--- src/core/cpsr_pkg.sv ---
package cpsr_pkg;

	// special-function register addresses
	localparam logic [7:0] SFR_PTR0_LOW   = 8'h82;
	localparam logic [7:0] SFR_PTR0_HIGH  = 8'h83;
	localparam logic [7:0] SFR_PTR1_LOW   = 8'h84;
	localparam logic [7:0] SFR_PTR1_HIGH  = 8'h85;
	localparam logic [7:0] SFR_PTR_SELECT = 8'h92;
	localparam logic [7:0] SFR_STATUS     = 8'hD0;
	localparam logic [7:0] SFR_WORK       = 8'hE0;

	// bit-address groups: upper five bits of a bit address
	localparam logic [4:0] BIT_GRP_STATUS = 5'h1A;
	localparam logic [4:0] BIT_GRP_WORK   = 5'h1C;

	// general register windows: upper eleven bits of a 16-bit address
	localparam logic [10:0] DATA_BANK_HI = 11'h000;
	localparam logic [10:0] UNI_BANK_HI  = 11'h7F8;

	// bank geometry
	localparam int GEN_REG_COUNT = 32;

	// status word field positions
	localparam int ST_CARRY  = 7;
	localparam int ST_NIBBLE = 6;
	localparam int ST_USER0  = 5;
	localparam int ST_BANK_H = 4;
	localparam int ST_BANK_L = 3;
	localparam int ST_EXCESS = 2;
	localparam int ST_USER1  = 1;
	localparam int ST_PARITY = 0;
	localparam int PSEL_BIT  = 0;

	// reset values
	localparam logic [7:0]  RST_BYTE = 8'h00;
	localparam logic [15:0] RST_WORD = 16'h0000;

	// complete register state of the block
	typedef struct packed {
		logic [15:0]                   ptr0;
		logic [15:0]                   ptr1;
		logic [7:0]                    psel;
		logic [7:0]                    cpu_status_word;
		logic [7:0]                    acc;
		logic [GEN_REG_COUNT-1:0][7:0] gen;
		logic [7:0]                    sfr_rdata;
		logic                          sfr_hit;
		logic [7:0]                    mem_rdata;
		logic                          mem_hit;
		logic                          bit_rdata;
		logic [7:0]                    rn_rdata;
		logic [15:0]                   ptr_act;
	} cpsr_state_t;

endpackage

--- src/core/cpsr_parity.sv ---
`timescale 1ns/10ps
module cpsr_parity #(
	parameter int WIDTH = 8
) (
	// word to test
	input  wire logic [WIDTH-1:0] data,
	// high when the word holds an odd number of ones
	output logic                  odd
);

	// reduction exclusive or gives odd parity
	assign odd = ^data;

endmodule

--- src/core/cpsr_regs.sv ---
`timescale 1ns/10ps
module cpsr_regs import cpsr_pkg::*; (
	// clock, reset and freeze
	input  wire logic        core_clk,
	input  wire logic        rst_n,
	input  wire logic        clk_en,
	// special-function register port
	input  wire logic [7:0]  sfr_addr,
	input  wire logic        sfr_wr,
	input  wire logic        sfr_rd,
	input  wire logic [7:0]  sfr_wdata,
	output logic      [7:0]  sfr_rdata,
	output logic             sfr_hit,
	// single-bit access port
	input  wire logic [7:0]  bit_addr,
	input  wire logic        bit_wr,
	input  wire logic        bit_rd,
	input  wire logic        bit_wdata,
	output logic             bit_rdata,
	// data and unified memory port for the general registers
	input  wire logic [15:0] mem_addr,
	input  wire logic        mem_wr,
	input  wire logic        mem_rd,
	input  wire logic [7:0]  mem_wdata,
	output logic      [7:0]  mem_rdata,
	output logic             mem_hit,
	// register-operand port through the active bank
	input  wire logic [2:0]  rn_idx,
	input  wire logic        rn_wr,
	input  wire logic        rn_rd,
	input  wire logic [7:0]  rn_wdata,
	output logic      [7:0]  rn_rdata,
	// execution results
	input  wire logic        ptr_load,
	input  wire logic [15:0] ptr_value,
	input  wire logic        acc_load,
	input  wire logic [7:0]  acc_value,
	input  wire logic        cy_upd,
	input  wire logic        cy_val,
	input  wire logic        ac_upd,
	input  wire logic        ac_val,
	input  wire logic        ov_upd,
	input  wire logic        ov_val,
	// architectural state
	output logic      [15:0] ptr_active,
	output logic      [7:0]  work_register,
	output logic      [7:0]  status_word,
	output logic      [1:0]  bank_select
);

	cpsr_state_t q;
	cpsr_state_t d;
	logic [7:0]  acc_nx;
	logic        par_nx;
	logic        sfr_w;
	logic        bit_w;
	logic        bit_st;
	logic        bit_wk;
	logic        mem_in;

	// decoded strobes
	assign sfr_w  = sfr_wr;
	assign bit_w  = bit_wr;
	assign bit_st = (bit_addr[7:3] == BIT_GRP_STATUS);
	assign bit_wk = (bit_addr[7:3] == BIT_GRP_WORK);
	assign mem_in = (mem_addr[15:5] == DATA_BANK_HI) || (mem_addr[15:5] == UNI_BANK_HI);

	// next work register value; execution load has last word
	always_comb begin
		acc_nx = q.acc;
		if (sfr_w && sfr_addr == SFR_WORK) begin
			acc_nx = sfr_wdata;
		end
		if (bit_w && bit_wk) begin
			acc_nx[bit_addr[2:0]] = bit_wdata;
		end
		if (acc_load) begin
			acc_nx = acc_value;
		end
	end

	// parity of the value the work register is about to hold
	cpsr_parity #(
		.WIDTH (8)
	) u_parity (
		.data (acc_nx),
		.odd  (par_nx)
	);

	// next-state logic for the whole block
	always_comb begin
		d         = q;
		d.sfr_hit = 1'b0;
		d.mem_hit = 1'b0;
		d.acc     = acc_nx;
		// byte writes over the register port
		if (sfr_w) begin
			unique case (sfr_addr)
				SFR_PTR0_LOW:   d.ptr0[7:0]  = sfr_wdata;
				SFR_PTR0_HIGH:  d.ptr0[15:8] = sfr_wdata;
				SFR_PTR1_LOW:   d.ptr1[7:0]  = sfr_wdata;
				SFR_PTR1_HIGH:  d.ptr1[15:8] = sfr_wdata;
				SFR_PTR_SELECT: d.psel       = sfr_wdata;
				SFR_STATUS:     d.cpu_status_word        = sfr_wdata;
				default: ;
			endcase
		end
		// single-bit writes into the status word
		if (bit_w && bit_st) begin
			d.cpu_status_word[bit_addr[2:0]] = bit_wdata;
		end
		// pointer load from execution goes to the pointer in use
		if (ptr_load) begin
			if (d.psel[PSEL_BIT]) begin
				d.ptr1 = ptr_value;
			end else begin
				d.ptr0 = ptr_value;
			end
		end
		// arithmetic results override software writes of the same cycle
		if (cy_upd) begin
			d.cpu_status_word[ST_CARRY] = cy_val;
		end
		if (ac_upd) begin
			d.cpu_status_word[ST_NIBBLE] = ac_val;
		end
		if (ov_upd) begin
			d.cpu_status_word[ST_EXCESS] = ov_val;
		end
		d.cpu_status_word[ST_PARITY] = par_nx;
		// general register writes, memory alias first then operand port
		if (mem_wr && mem_in) begin
			d.gen[mem_addr[4:0]] = mem_wdata;
		end
		if (rn_wr) begin
			d.gen[{q.cpu_status_word[ST_BANK_H:ST_BANK_L], rn_idx}] = rn_wdata;
		end
		// register port read, old contents
		if (sfr_rd) begin
			d.sfr_hit = 1'b1;
			unique case (sfr_addr)
				SFR_PTR0_LOW:   d.sfr_rdata = q.ptr0[7:0];
				SFR_PTR0_HIGH:  d.sfr_rdata = q.ptr0[15:8];
				SFR_PTR1_LOW:   d.sfr_rdata = q.ptr1[7:0];
				SFR_PTR1_HIGH:  d.sfr_rdata = q.ptr1[15:8];
				SFR_PTR_SELECT: d.sfr_rdata = q.psel;
				SFR_STATUS:     d.sfr_rdata = q.cpu_status_word;
				SFR_WORK:       d.sfr_rdata = q.acc;
				default: begin
					d.sfr_rdata = RST_BYTE;
					d.sfr_hit   = 1'b0;
				end
			endcase
		end
		// single-bit read
		if (bit_rd) begin
			if (bit_st) begin
				d.bit_rdata = q.cpu_status_word[bit_addr[2:0]];
			end else if (bit_wk) begin
				d.bit_rdata = q.acc[bit_addr[2:0]];
			end else begin
				d.bit_rdata = 1'b0;
			end
		end
		// memory read of the general registers
		if (mem_rd) begin
			d.mem_hit   = mem_in;
			d.mem_rdata = mem_in ? q.gen[mem_addr[4:0]] : RST_BYTE;
		end
		// operand read through the active bank
		if (rn_rd) begin
			d.rn_rdata = q.gen[{q.cpu_status_word[ST_BANK_H:ST_BANK_L], rn_idx}];
		end
		d.ptr_act = d.psel[PSEL_BIT] ? d.ptr1 : d.ptr0;
	end

	// state register, frozen while the clock enable is low
	always_ff @(posedge core_clk or negedge rst_n) begin
		if (!rst_n) begin
			q <= '0;
		end else if (clk_en) begin
			q <= d;
		end
	end

	// outputs straight from the state register
	assign sfr_rdata     = q.sfr_rdata;
	assign sfr_hit       = q.sfr_hit;
	assign bit_rdata     = q.bit_rdata;
	assign mem_rdata     = q.mem_rdata;
	assign mem_hit       = q.mem_hit;
	assign rn_rdata      = q.rn_rdata;
	assign ptr_active    = q.ptr_act;
	assign work_register = q.acc;
	assign status_word   = q.cpu_status_word;
	assign bank_select   = q.cpu_status_word[ST_BANK_H:ST_BANK_L];

	// active pointer always follows the select bit
	property p_ptr_follow;
		@(posedge core_clk) disable iff (!rst_n)
		ptr_active == (q.psel[PSEL_BIT] ? q.ptr1 : q.ptr0);
	endproperty
	a_ptr_follow: assert property (p_ptr_follow) else $error("active pointer mismatch");

	// high byte write to pointer zero lands without touching the low byte
	property p_ptr0_high;
		@(posedge core_clk) disable iff (!rst_n)
		(clk_en && sfr_wr && sfr_addr == SFR_PTR0_HIGH && !ptr_load)
		|=> (q.ptr0[15:8] == $past(sfr_wdata)) && $stable(q.ptr0[7:0]);
	endproperty
	a_ptr0_high: assert property (p_ptr0_high) else $error("pointer byte write wrong");

	// unused select bits keep what software wrote, read back after one quiet cycle
	property p_psel_keep;
		@(posedge core_clk) disable iff (!rst_n)
		(clk_en && sfr_wr && sfr_addr == SFR_PTR_SELECT)
		##1 !(sfr_wr && sfr_addr == SFR_PTR_SELECT)
		##1 (clk_en && sfr_rd && sfr_addr == SFR_PTR_SELECT)
		|=> sfr_rdata == $past(sfr_wdata, 3);
	endproperty
	a_psel_keep: assert property (p_psel_keep) else $error("select readback wrong");

	// parity flag always matches the work register
	property p_parity;
		@(posedge core_clk) disable iff (!rst_n)
		status_word[ST_PARITY] == ^work_register;
	endproperty
	a_parity: assert property (p_parity) else $error("parity flag wrong");

	// carry update takes the arithmetic result
	property p_carry;
		@(posedge core_clk) disable iff (!rst_n)
		(clk_en && cy_upd) |=> status_word[ST_CARRY] == $past(cy_val);
	endproperty
	a_carry: assert property (p_carry) else $error("carry flag not updated");

	// nibble carry update takes the arithmetic result
	property p_nibble;
		@(posedge core_clk) disable iff (!rst_n)
		(clk_en && ac_upd) |=> status_word[ST_NIBBLE] == $past(ac_val);
	endproperty
	a_nibble: assert property (p_nibble) else $error("nibble carry not updated");

	// excess flag update takes the arithmetic result
	property p_excess;
		@(posedge core_clk) disable iff (!rst_n)
		(clk_en && ov_upd) |=> status_word[ST_EXCESS] == $past(ov_val);
	endproperty
	a_excess: assert property (p_excess) else $error("excess flag not updated");

	// software carry write holds while no arithmetic touches it
	property p_flag_hold;
		@(posedge core_clk) disable iff (!rst_n)
		(clk_en && sfr_wr && sfr_addr == SFR_STATUS && !cy_upd && !bit_wr)
		##1 (!cy_upd && !sfr_wr && !bit_wr)
		|=> status_word[ST_CARRY] == $past(sfr_wdata[ST_CARRY], 2);
	endproperty
	a_flag_hold: assert property (p_flag_hold) else $error("written flag lost");

	// a status word write picks the bank from its bits 4:3
	property p_bank;
		@(posedge core_clk) disable iff (!rst_n)
		(clk_en && sfr_wr && sfr_addr == SFR_STATUS && !bit_wr)
		|=> bank_select == $past(sfr_wdata[ST_BANK_H:ST_BANK_L]);
	endproperty
	a_bank: assert property (p_bank) else $error("bank select mismatch");

	// unified and data windows both answer
	property p_alias_hit;
		@(posedge core_clk) disable iff (!rst_n)
		(clk_en && mem_rd && (mem_addr[15:5] == UNI_BANK_HI || mem_addr[15:5] == DATA_BANK_HI))
		|=> mem_hit;
	endproperty
	a_alias_hit: assert property (p_alias_hit) else $error("bank window missed");

	// work register write over the register port
	property p_work_wr;
		@(posedge core_clk) disable iff (!rst_n)
		(clk_en && sfr_wr && sfr_addr == SFR_WORK && !acc_load && !bit_wr)
		|=> work_register == $past(sfr_wdata);
	endproperty
	a_work_wr: assert property (p_work_wr) else $error("work register write lost");

	// a frozen cycle changes nothing
	property p_freeze;
		@(posedge core_clk) disable iff (!rst_n)
		!clk_en |=> $stable(status_word) && $stable(ptr_active) && $stable(work_register);
	endproperty
	a_freeze: assert property (p_freeze) else $error("state moved while frozen");

endmodule

--- config.mk ---
export PLATFORM = sky130hd
export DESIGN_NAME = cpsr_regs
export DESIGN_NICKNAME = d
export VERILOG_FILES = /design/src/core/cpsr_pkg.sv /design/src/core/cpsr_parity.sv /design/src/core/cpsr_regs.sv
export SDC_FILE = /design/constraint.sdc
export NUM_CORES = 1
export LEC_CHECK = 0
export CAP_MARGIN = 0
export CORE_MARGIN = 5
export CORE_UTILIZATION = 39
export DETAILED_ROUTE_END_ITERATION = 10
export DONT_BUFFER_PORTS = 1
export PLACE_DENSITY = 0.49
export SETUP_SLACK_MARGIN = 0.05
export SLEW_MARGIN = 5
export SYNTH_ARGS = -nofsm -noshare
export SYNTH_HDL_FRONTEND = slang
export SYNTH_HIERARCHICAL = 1
export SYNTH_SLANG_ARGS = --single-unit
--- constraint.sdc ---
create_clock -name core_clk -period 2.8 [get_ports core_clk]
set_input_delay 0.28 -clock core_clk [delete_from_list [all_inputs] [get_ports core_clk]]
set_output_delay 0.28 -clock core_clk [all_outputs]
set_load 0.01 [all_outputs]
# Word-level counts from Yosys, hierarchy flattened
# Cells that the tools add are included.
[word_totals]
regBits = 355
latch_bits = 0
mem_bits_rw = 0
rom_bits = 0
output_inout_bits = 61
word_cells = 122
mem_count = 0
[classes]
add_sub_neg = 0
multipliers = 0
n_div = 0
n_lt_le_gt_ge = 6
n_eq_ne = 10
n_shift = 0
n_mux = 45
bitwise_logic = 0
reduce_logical = 16
[ops]
columns = ["operator", "n"]
rows = [
  ["$bwmux W256", 2],
  ["$mux W256", 2],
  ["$mux W8", 15],
  ["$bmux W8 S5", 2],
  ["$demux W8 S5", 2],
  ["$eq A8 B8 Y1 const B", 7],
  ["$pmux W8 S7", 1],
  ["$mux W16", 3],
  ["$mux W48", 1],
  ["$mux W32", 1],
  ["$bwmux W8", 2],
  ["$lt A5 B6 Y1 const B", 2],
  ["$eq A11 B11 Y1 const B", 1],
  ["$logic_not A11 Y1", 1],
  ["$mux W1", 11],
  ["$eq A5 B5 Y1 const B", 2],
  ["$ge A5 B1 Y1 const B", 2],
  ["$reduce_and A2 Y1", 4],
  ["$reduce_xor A8 Y1", 1],
  ["$logic_and A1 B1 Y1", 7],
  ["$reduce_or A7 Y1", 1],
  ["$bmux W1 S3", 2],
  ["$lt A3 B4 Y1 const B", 1],
  ["$demux W1 S3", 1],
  ["other kinds (3)", 3],
]

# Depth between registers and ports, before layout
# Gate-level depths: netlist (run 1).
[depth]
depth_word = 8
mapped_depth = 11
depth_no_buf = 9

# By module
# Netlist (run 1), hierarchy kept.
[modules_own_cells]
columns = ["module", "instances", "cells_per_inst", "area_per_inst_um2", "seq_area_each_um2"]
rows = [
  ["cpsr_regs", 1, 2373, 24709.9, 8883.5],
  ["cpsr_parity", 1, 7, 61.3, 0.0],
]

# Worst setup path before layout (run 1)
# Ideal clock, no wire load.
[synth_timing]
path_kind = "input to register"
start = "in sfr_addr[0]"
end = "reg q, in the netlist status_word[0]"
setup_time_ns = 0.125
arrival_time_ns = 2.425
path_slack_ns = 0.250
cell_stages = 10
cell_sequence = "nor4bb_1 > and4_1 > clkbuf_1 > mux2_2 > o211ai_1 > nand2_1 > xor2_1 > xnor2_1 > xnor2_1 > mux2_2"
[synth_lines]
columns = ["element", "line", "source"]
rows = [
  ["from (decl)", "cpsr_regs.sv:8", "input wire logic [7:0] sfr_addr,"],
  ["to (signal assigned)", "cpsr_regs.sv:180", "q <= '0;"],
  ["to (signal assigned)", "cpsr_regs.sv:182", "q <= d;"],
  ["to (decl)", "cpsr_regs.sv:51", "cpsr_state_t q;"],
]

# Final worst setup path (run 1)
[layout_timing]
start = "reg q, in the netlist status_word[4]"
end = "reg q[169] in the netlist's numbering"
[layout_via]
elab_chain_len = 6
word_cells_on_any_way = 7
cone_classes = "order compare: 2; mux: 4; reduce/logical: 1"
[layout_lines]
columns = ["element", "line", "source"]
rows = [
  ["$lt A5 B6 Y1 (implied by the code) / $ge A5 B1 Y1 (equally long branches)", "cpsr_regs.sv:136", "d.gen[{q.cpu_status_word[ST_BANK_H:ST_BANK_L], rn_idx}] = rn_wdata;"],
  ["$logic_and A1 B1 Y1 (implied by the code)", "cpsr_regs.sv:136", ""],
  ["$mux W8 (implied by the code)", "cpsr_regs.sv:136", ""],
  ["$demux W8 S5 *", "cpsr_regs.sv:136", ""],
  ["$bwmux W256 *", "cpsr_regs.sv:136", ""],
  ["$mux W256 *", "cpsr_regs.sv:135", "if (rn_wr) begin"],
]
# Every way passes the cells marked *; elsewhere a longest branch is shown, timed or not.
# A chain may end at the register's enable or synchronous reset.

==> key figures, run 1 <==
Run status
  – Status: complete, but fails checks
  – Failing checks: hold timing, slew limit

Floorplan
  – Die footprint: 68660 µm²
  – IO Count: 164
  – Row cnt: 92
  – Core box area: 62970 µm²
  – Initial Utilization: 39.34%
  – Die height: 262.0 µm
  – Die W: 262.0 µm

GRT
  – Vias in the first global route: 22420
  – First-pass GRT wire length: 158600 µm
  – Total track usage: 30.74%
  – Grt ovf: 0
  – Grt peak-use layer: met2
  – Met1 Track Usage GR: 42.32%
  – Initial antenna violation count: 5
  – Met3 Use GR: 7.360%
  – Pin count of the biggest net entering global routing: 356
  – Met2 GRT Util: 46.89%

Synthesis
  – Async SR Flop Fraction: 100.0%
  – Post-Syn Nets: 2483
  – Seq/Total Area, Yosys: 35.86%
  – Yosys cell types: 79
  – Number of synthesized flops with an enable pin: 0
  – Synth Cell Area: 24770 µm²
  – Ys flop type: dfrtp_1
  – Synthesized netlist cell count: 2380
  – Syn avg cell area: 10.41 µm²
  – Ys Warns: 6
  – Synth Register Bits: 355

Routing
  – First-pass DRT Iterations: 6
  – Antenna-violating nets left: 0
  – Final WL: 108100 µm
  – Drc violations: 0
  – DR WL/cell: 33.57 µm
  – Avg Vias per Cell: 7.086
  – Iteration-0 DRC Markers: 3249
  – Vias: 22810

Place
  – DP Wirelength: 66810 µm
  – Routability cong.: 0.9273
  – IO Port Bufs: 0

Power and ir drop
  – Peak VDD IR: 0.4569 mV
  – Clock power share: 45.3%
  – Flop pwr share: 42.6%
  – P_int: 9.930 mW
  – Switch share: 27.74%
  – Leakage power: 11.61 nW
  – Pwr dens: 495.5 nW/µm²
  – P_sw: 3.812 mW
  – Combinational share of power: 12.1%

Clock tree
  – CTS Hold Bufs: 59
  – Clk Latency, worst-skew pair: 0.60 ns
  – CTS tree: yes
  – CTS Sinks: 355
  – Clock transition at the registers of the reported paths: 0.07 ns
  – CTS root buf: clkbuf_16
  – Max clock buf depth: 3
  – CTS buffer count: 45
  – H-tree levels: 2

Layout
  – Multi-input logic area: 14500 µm²
  – Share of cells above drive strength 1: 28.75%
  – Commonest non-fill, non-tap cell in the layout: dfrtp_1
  – Most frequent cells in the layout: 355 x dfrtp_1, 271 x o22ai_1, 245 x a221oi_1
  – Sequential cell area: 8884 µm²
  – Area delta synth->final: 11.97%
  – Filler cell count: 5976
  – Fin util: 44.05%
  – Final nets: 2442

Timing
  – Min Tclk post-route: 2.533 ns
  – Worst-margin pin slew: 2.180 ns
  – Hold Vio Cnt, Final: 355
  – Unrepaired setup endpoints after global routing: no
  – Setup TNS: 0 ns
  – Final Setup Violations: 0
  – Clk_skew: 0.03310 ns
  – Relative slew margins: -45.32%
  – Hold Worst Slack: -0.5844 ns
  – Final worst-path cycle share: 90.46%
  – Fmax: 0.3948 GHz
  – Fin. max-slew vios: 206

Critical path
  – Worst EP required: 3.28 ns
  – CP Max Fanout: 16
  – Kind of critical path: flop to flop
  – WP data arrival: 3.01 ns
  – Critical path endpoint category: flop
  – Crit path launch type: flop

Flow run
  – Max-cap violations: 0

Hold path
  – Worst hold path class: input pin to async pin
[metal layers]
| metal | up-vias | part of all wire [%] |
|---|---|---|
| met2 | 1358 | 45 |
| met3 | 282 | 10 |
| met5 | - | 0.043 |
| met1 | 11680 | 40 |
| met4 | 8 | 4.9 |
| li1 | 9486 | - |
[per-stage QoR]
step / std cells / setup slack [ns] / power [mW] / hold slack [ns] / cell area, µm²
2_1_floorplan: 2380 / 0.2504 / 7.136 / -0.01559 / 24770
3_3_place_gp: 3079 / 0.2120 / 7.346 / 0.02673 / 25540
3_5_place_dp: 3079 / 0.1635 / 7.371 / 0.02996 / 25540
4_1_cts: 3218 / 0.07854 / 13.78 / -0.5967 / 27730
5_1_grt: 3218 / 0.07246 / 14.13 / -0.5975 / 27730
6_report: 3219 / 0.2670 / 13.74 / -0.5844 / 27740
[area by class of cell]
class | instances | share of cell area (%)
multi-input combinational | 1719 | 52.26
inverter | 34 | 0.4646
clock buffer | 67 | 4.940
antenna | 1 | 0.009022
tap | 846 | 3.816
sequential | 355 | 32.03
clock inverter | 13 | 0.6451
timing repair buffer | 184 | 5.837
[worst paths after layout]
path,endpoint,startpoint,slack [ns],depth (start not counted)
min reg2reg,q[318],q[318],0.49,1
max reg2reg,q[169],status_word[4],0.27,5
max in group asynchronous,q[249],rst_n,1.66,0
max,q[169],status_word[4],0.27,5
min in group core_clk,bit_rdata,bit_addr[3],0.03,2
min,q[171],rst_n,-0.58,0
[worst max-delay path, stage by stage, from the launching register on]
cell and delay [ns]:
dfrtp_1 0.54, nand3b_1 0.31, nor2_1 0.99, or2_2 0.26, o22ai_1 0.07, a221oi_1 0.25
[power groups by stage]
stage                     sequential (mW)  combinational, mW  clock (mW)
after floorplan                      5.70               1.44           0
after global placement               5.92               1.43           0
after detailed placement             5.92               1.45           0
after CTS                            5.83               1.64        6.31
after global routing                 5.87               1.75        6.50
final                                5.85               1.66        6.23
[sequential cells by signal (all words and copies together), names as in the netlist]
register	cells
bit_rdata	1
mem_hit	1
mem_rdata	8
ptr_active	16
q	296
rn_rdata	8
sfr_hit	1
sfr_rdata	8
status_word	8
work_register	8
[logic make-up (layout without fill, tap and decap cells)]
| logic type | Yosys count | count (layout) | share of synthesized area (%) |
|---|---|---|---|
| xor gates and xnor gates | 7 | 7 | 0.2475 |
| and+or+nand+nor | 712 | 712 | 16.29 |
| AOI/OAI and AO/OA | 821 | 821 | 27.71 |
| buffers and inverters | 306 | 298 | 5.925 |
| other | 0 | 1 | 0 |
| DFF | 355 | 355 | 35.86 |
| muxes | 179 | 179 | 13.96 |
[cells in the mapped netlist (all sizes together), types with 7 or more instances]
| master | count | area share, % |
|---|---|---|
| a221o | 13 | 0.53 |
| nand3b | 9 | 0.27 |
| a211oi | 11 | 0.35 |
| a2bb2oi | 16 | 0.57 |
| or3b | 7 | 0.25 |
| nor4 | 16 | 0.45 |
| nor3 | 23 | 0.46 |
| inv | 33 | 0.50 |
| dfrtp | 355 | 36 |
| a221oi | 253 | 9.1 |
| a22o | 16 | 0.57 |
| nand4 | 15 | 0.38 |
| a2111oi | 32 | 3.5 |
| mux2 | 21 | 0.95 |
| a31oi | 17 | 0.43 |
| or2 | 229 | 5.8 |
| nand2b | 29 | 0.73 |
| a21oi | 32 | 0.68 |
| o221ai | 19 | 0.67 |
| mux4 | 131 | 12 |
| buf | 133 | 3.3 |
| o211ai | 7 | 0.21 |
| mux2i | 27 | 1.1 |
| nand3 | 34 | 0.71 |
| a22oi | 52 | 1.6 |
| clkbuf | 139 | 2.1 |
| o21ai | 28 | 0.58 |
| and3 | 29 | 0.73 |
| o22ai | 271 | 6.8 |
| o31ai | 8 | 0.26 |
| nor2 | 173 | 3.5 |
| or3 | 9 | 0.23 |
| nand2 | 96 | 1.5 |
| nor2b | 17 | 0.43 |
| a211o | 8 | 0.28 |
[repair_timing]
action | 4_1_cts | 5_1_grt
setup buffers | 0 | 0
endpoints found under the hold margin | 471 | 355
setup endpoints to repair | 0 | 6
resized for setup | 0 | 1
No activity file was read; power rests on OpenSTA's default activity.
==> run 2, diff against run 1 <==
SYNTH_HIERARCHICAL = unset   (was 1)
==> run 2 against run 1 <==
The flow finishes with violations (hold timing). Largest power group is now registers. Critical path depth up 4. Core utilization up 2.3 points. Non-clock buffer count up 83. Total power up 7.5%. Global-route usage down 1.9 points. Synthesized area down 13%. Sequential share of layout area up 2.9 points. Highest routed layer unchanged. Worst hold slack worse by 0.029 ns.
==> key figures, run 2 <==
Place
  – Placed insts: 2775 (was 3079)
  – Routability cong.: 0.9372 (was 0.9273)
  – Placed Area: 21800 µm² (was 25540 µm²)
  – DP Wirelength: 54300 µm (was 66810 µm)
  – IO Port Bufs: 0 (unchanged)

Layout
  – Final nets: 2424 (was 2442)
  – Multi-input logic area: 11520 µm² (was 14500 µm²)
  – Cell area after layout: 25460 µm² (was 27740 µm²)
  – Sequential cell area: 8884 µm² (unchanged)
  – Reg with most FFs: q (unchanged)
  – Final Non-Filler Cells: 3059 (was 3219)
  – Commonest non-fill, non-tap cell in the layout: dfrtp_1 (unchanged)
  – Ant. Diodes: 0 (was 1)
  – Filler cell count: 5274 (was 5976)
  – Area delta synth->final: 18.15% (was 11.97%)
  – Share of cells above drive strength 1: 14.56% (was 28.75%)
  – Max reg flops: 296 (unchanged)
  – Most frequent cells in the layout: 355 x dfrtp_1, 346 x a21oi_1, 320 x nor2_1 (was 355 x dfrtp_1, 271 x o22ai_1, 245 x a221oi_1)

Floorplan
  – Initial Utilization: 39.27% (was 39.34%)
  – Die footprint: 60060 µm² (was 68660 µm²)
  – IO Count: 164 (unchanged)
  – Die W: 245.1 µm (was 262.0 µm)
  – Core box area: 54880 µm² (was 62970 µm²)
  – Die height: 245.1 µm (was 262.0 µm)
  – Row cnt: 86 (was 92)

Timing
  – Relative slew margins: 22.60% (was -45.32%)
  – Setup TNS: 0 ns (unchanged)
  – Unrepaired setup endpoints after global routing: no (unchanged)
  – Min Tclk post-route: 2.667 ns (was 2.533 ns)
  – Fmax: 0.3750 GHz (was 0.3948 GHz)
  – Final worst-path cycle share: 95.24% (was 90.46%)
  – Clk_skew: 0.03525 ns (was 0.03310 ns)
  – Final Setup Violations: 0 (unchanged)
  – Hold Worst Slack: -0.6136 ns (was -0.5844 ns)
  – Fin. max-slew vios: 0 (was 206)
  – Hold Vio Cnt, Final: 491 (was 355)
  – Worst-margin pin slew: 1.161 ns (was 2.180 ns)

Power and ir drop
  – Flop pwr share: 42.6% (about the same)
  – Switch share: 27.62% (was 27.74%)
  – P_int: 10.70 mW (was 9.930 mW)
  – Clock power share: 40.9% (was 45.3%)
  – P_sw: 4.081 mW (was 3.812 mW)
  – Peak VDD IR: 0.4008 mV (was 0.4569 mV)
  – Combinational share of power: 16.6% (was 12.1%)
  – Pwr dens: 580.3 nW/µm² (was 495.5 nW/µm²)
  – Leakage power: 10.37 nW (was 11.61 nW)

Synthesis
  – Synthesized netlist cell count: 2254 (was 2380)
  – Number of synthesized flops with an enable pin: 0 (unchanged)
  – Synth cell count leaders: 355 x dfrtp_1, 346 x a21oi_1, 321 x nor2_1, 292 x o22ai_1, 155 x clkbuf_1 (was 355 x dfrtp_1, 271 x o22ai_1, 245 x a221oi_1, 228 x or2_2, 149 x nor2_1)
  – Most frequent cell after synthesis: dfrtp_1 (unchanged)
  – Yosys cell types: 60 (was 79)
  – Post-synth top area cell: dfrtp_1 (unchanged)
  – Ys flop type: dfrtp_1 (unchanged)
  – Synth Cell Area: 21550 µm² (was 24770 µm²)
  – Synth Register Bits: 355 (unchanged)
  – Top cells by area, synth: dfrtp_1 41%, mux4_2 14%, o22ai_1 8.5% (was dfrtp_1 36%, mux4_2 12%, a221oi_1 8.7%)
  – Syn avg cell area: 9.562 µm² (was 10.41 µm²)
  – Async SR Flop Fraction: 100.0% (unchanged)
  – Top cell type's share of synthesized area: 41.22% (was 35.86%)
  – Post-Syn Nets: 2357 (was 2483)
  – Ys Warns: 0 (was 6)
  – Seq/Total Area, Yosys: 41.22% (was 35.86%)

Routing
  – Final WL: 90970 µm (was 108100 µm)
  – Routed wl met3: 10380 µm (was 11250 µm)
  – Drc violations: 0 (unchanged)
  – Wl on met1: 37170 µm (was 43090 µm)
  – DR WL/cell: 29.74 µm (was 33.57 µm)
  – Avg Vias per Cell: 6.667 (was 7.086)
  – Vias: 20390 (was 22810)
  – Met2 WL: 39580 µm (was 48380 µm)
  – Iteration-0 DRC Markers: 2603 (was 3249)
  – Max layer used: met5 (unchanged)
  – Antenna-violating nets left: 0 (unchanged)
  – First-pass DRT Iterations: 7 (was 6)

Clock tree
  – Clk Latency, worst-skew pair: 0.59 ns (was 0.60 ns)
  – Max clock buf depth: 3 (unchanged)
  – H-tree levels: 2 (unchanged)
  – CTS Sinks: 355 (unchanged)
  – Clock transition at the registers of the reported paths: 0.06 ns (was 0.07 ns)
  – CTS buffer count: 44 (was 45)
  – CTS root buf: clkbuf_16 (unchanged)
  – CTS tree: yes (unchanged)

GRT
  – Initial antenna violation count: 1 (was 5)
  – Total track usage: 28.82% (was 30.74%)
  – Grt ovf: 0 (unchanged)
  – Vias in the first global route: 19700 (was 22420)
  – Pin count of the biggest net entering global routing: 393 (was 356)
  – First-pass GRT wire length: 132400 µm (was 158600 µm)

Flow run
  – Max-cap violations: 0 (unchanged)

Critical path
  – Crit-path cells: buf_4 > nor3_2 > nand2_1 > buf_4 > a21boi_1 > buf_4 > nor2_1 > a21oi_1 > dlygate4sd3_1 (was nand3b_1 > nor2_1 > or2_2 > o22ai_1 > a221oi_1)
  – Critical path endpoint category: flop (unchanged)
  – CP max stage delay: 0.57 ns (was 0.99 ns)
  – Slowest CP cell: dlygate4sd3_1 (was nor2_1)
  – Kind of critical path: flop to flop (unchanged)
  – Worst path bufs/invs: 4 (was 0)
  – Crit-path most repeated cell: buf_4
  – CP Max Fanout: 17 (was 16)
  – Top cell family by delay on the critical path: buffers and inverters (was simple AND/OR/NAND/NOR gates)
  – WP data arrival: 3.19 ns (was 3.01 ns)
  – Crit path launch type: flop (unchanged)
  – Worst EP required: 3.33 ns (was 3.28 ns)

Run status
  – Status: complete, but fails checks (unchanged)
  – Failing checks: hold timing (was hold timing, slew limit)

Hold path
  – Worst hold path class: input pin to async pin (unchanged)
[run 2: changes by cell type in the layout (fill, tap and decap cells not counted), moves of 31 or more]
cell,previous run,this run
dlygate4sd3_1,56,198
a22o_1,16,53
nand2_1,95,148
a21oi_1,30,346
a2111oi_4,31,0
a221oi_1,245,9
or2_2,228,2
nor2_1,141,320
buf_4,122,59
[run 2: kinds of logic after synthesis]
group	after synthesis	share of synthesized area, %
compound gates	866	24.96
simple gates	601	12.31
flops	355	41.22
buf+inv	259	5.684
mux	168	15.49
xor+xnor	5	0.3309
[run 2: timing repair]
action                                  4_1_cts  5_1_grt
resized for setup                             0       12
buffers inserted                              0        0
hold buffers                                168       36
endpoints found under the hold margin       688      538
endpoints found under the setup margin        0       41
[run 2: power groups by stage]
stage	Clock [mW]	Sequential, mW	Combinational, mW
floorplan	0	6.04	1.79
global placement	0	6.35	1.77
detailed placement	0	6.36	1.79
CTS	6.15	6.27	2.18
global route	6.34	6.35	2.61
finish	6.04	6.29	2.45
[run 2: cell type report]
type / count / area share, %
clock buffers: 62 / 4.870
clock inverters: 18 / 1.012
inverters: 13 / 0.2064
multi-input cells: 1640 / 45.26
flip-flops and latches: 355 / 34.89
well taps: 704 / 3.459
repair buffers: 267 / 10.31
[run 2: stage by stage]
step                total power [mW]  setup WS (ns)  util, %  hold WS, ns
floorplan                      7.831         0.4510        -     -0.01559
global placement               8.117         0.1279    39.72      0.01184
detailed placement             8.151         0.1460    39.72      0.01091
CTS                            14.60        0.07588    45.52      -0.6212
global route                   15.29        0.04095    46.40      -0.6292
finish                         14.78         0.1333    46.40      -0.6136
[run 2: metal layers]
metal / vias up / track usage [%]
met5: - / 0
met1: 10200 / 41.24
li1: 8664 / -
met4: 2 / 10.86
met3: 247 / 7.121
met2: 1277 / 42.48
[run 2: path summary, 6_finish.rpt]
kind | start | end | slack, ns | cells past startpoint
setup / recovery | status_word[4] | q[68] | 0.13 | 9
hold / removal | rst_n | q[72] | -0.61 | 0
setup reg to reg | status_word[4] | q[68] | 0.13 | 9
hold reg to reg | q[322] | q[322] | 0.49 | 2
max in group asynchronous | rst_n | q[98] | 2.45 | 0
min in group core_clk | mem_wdata[4] | q[199] | -0.09 | 2
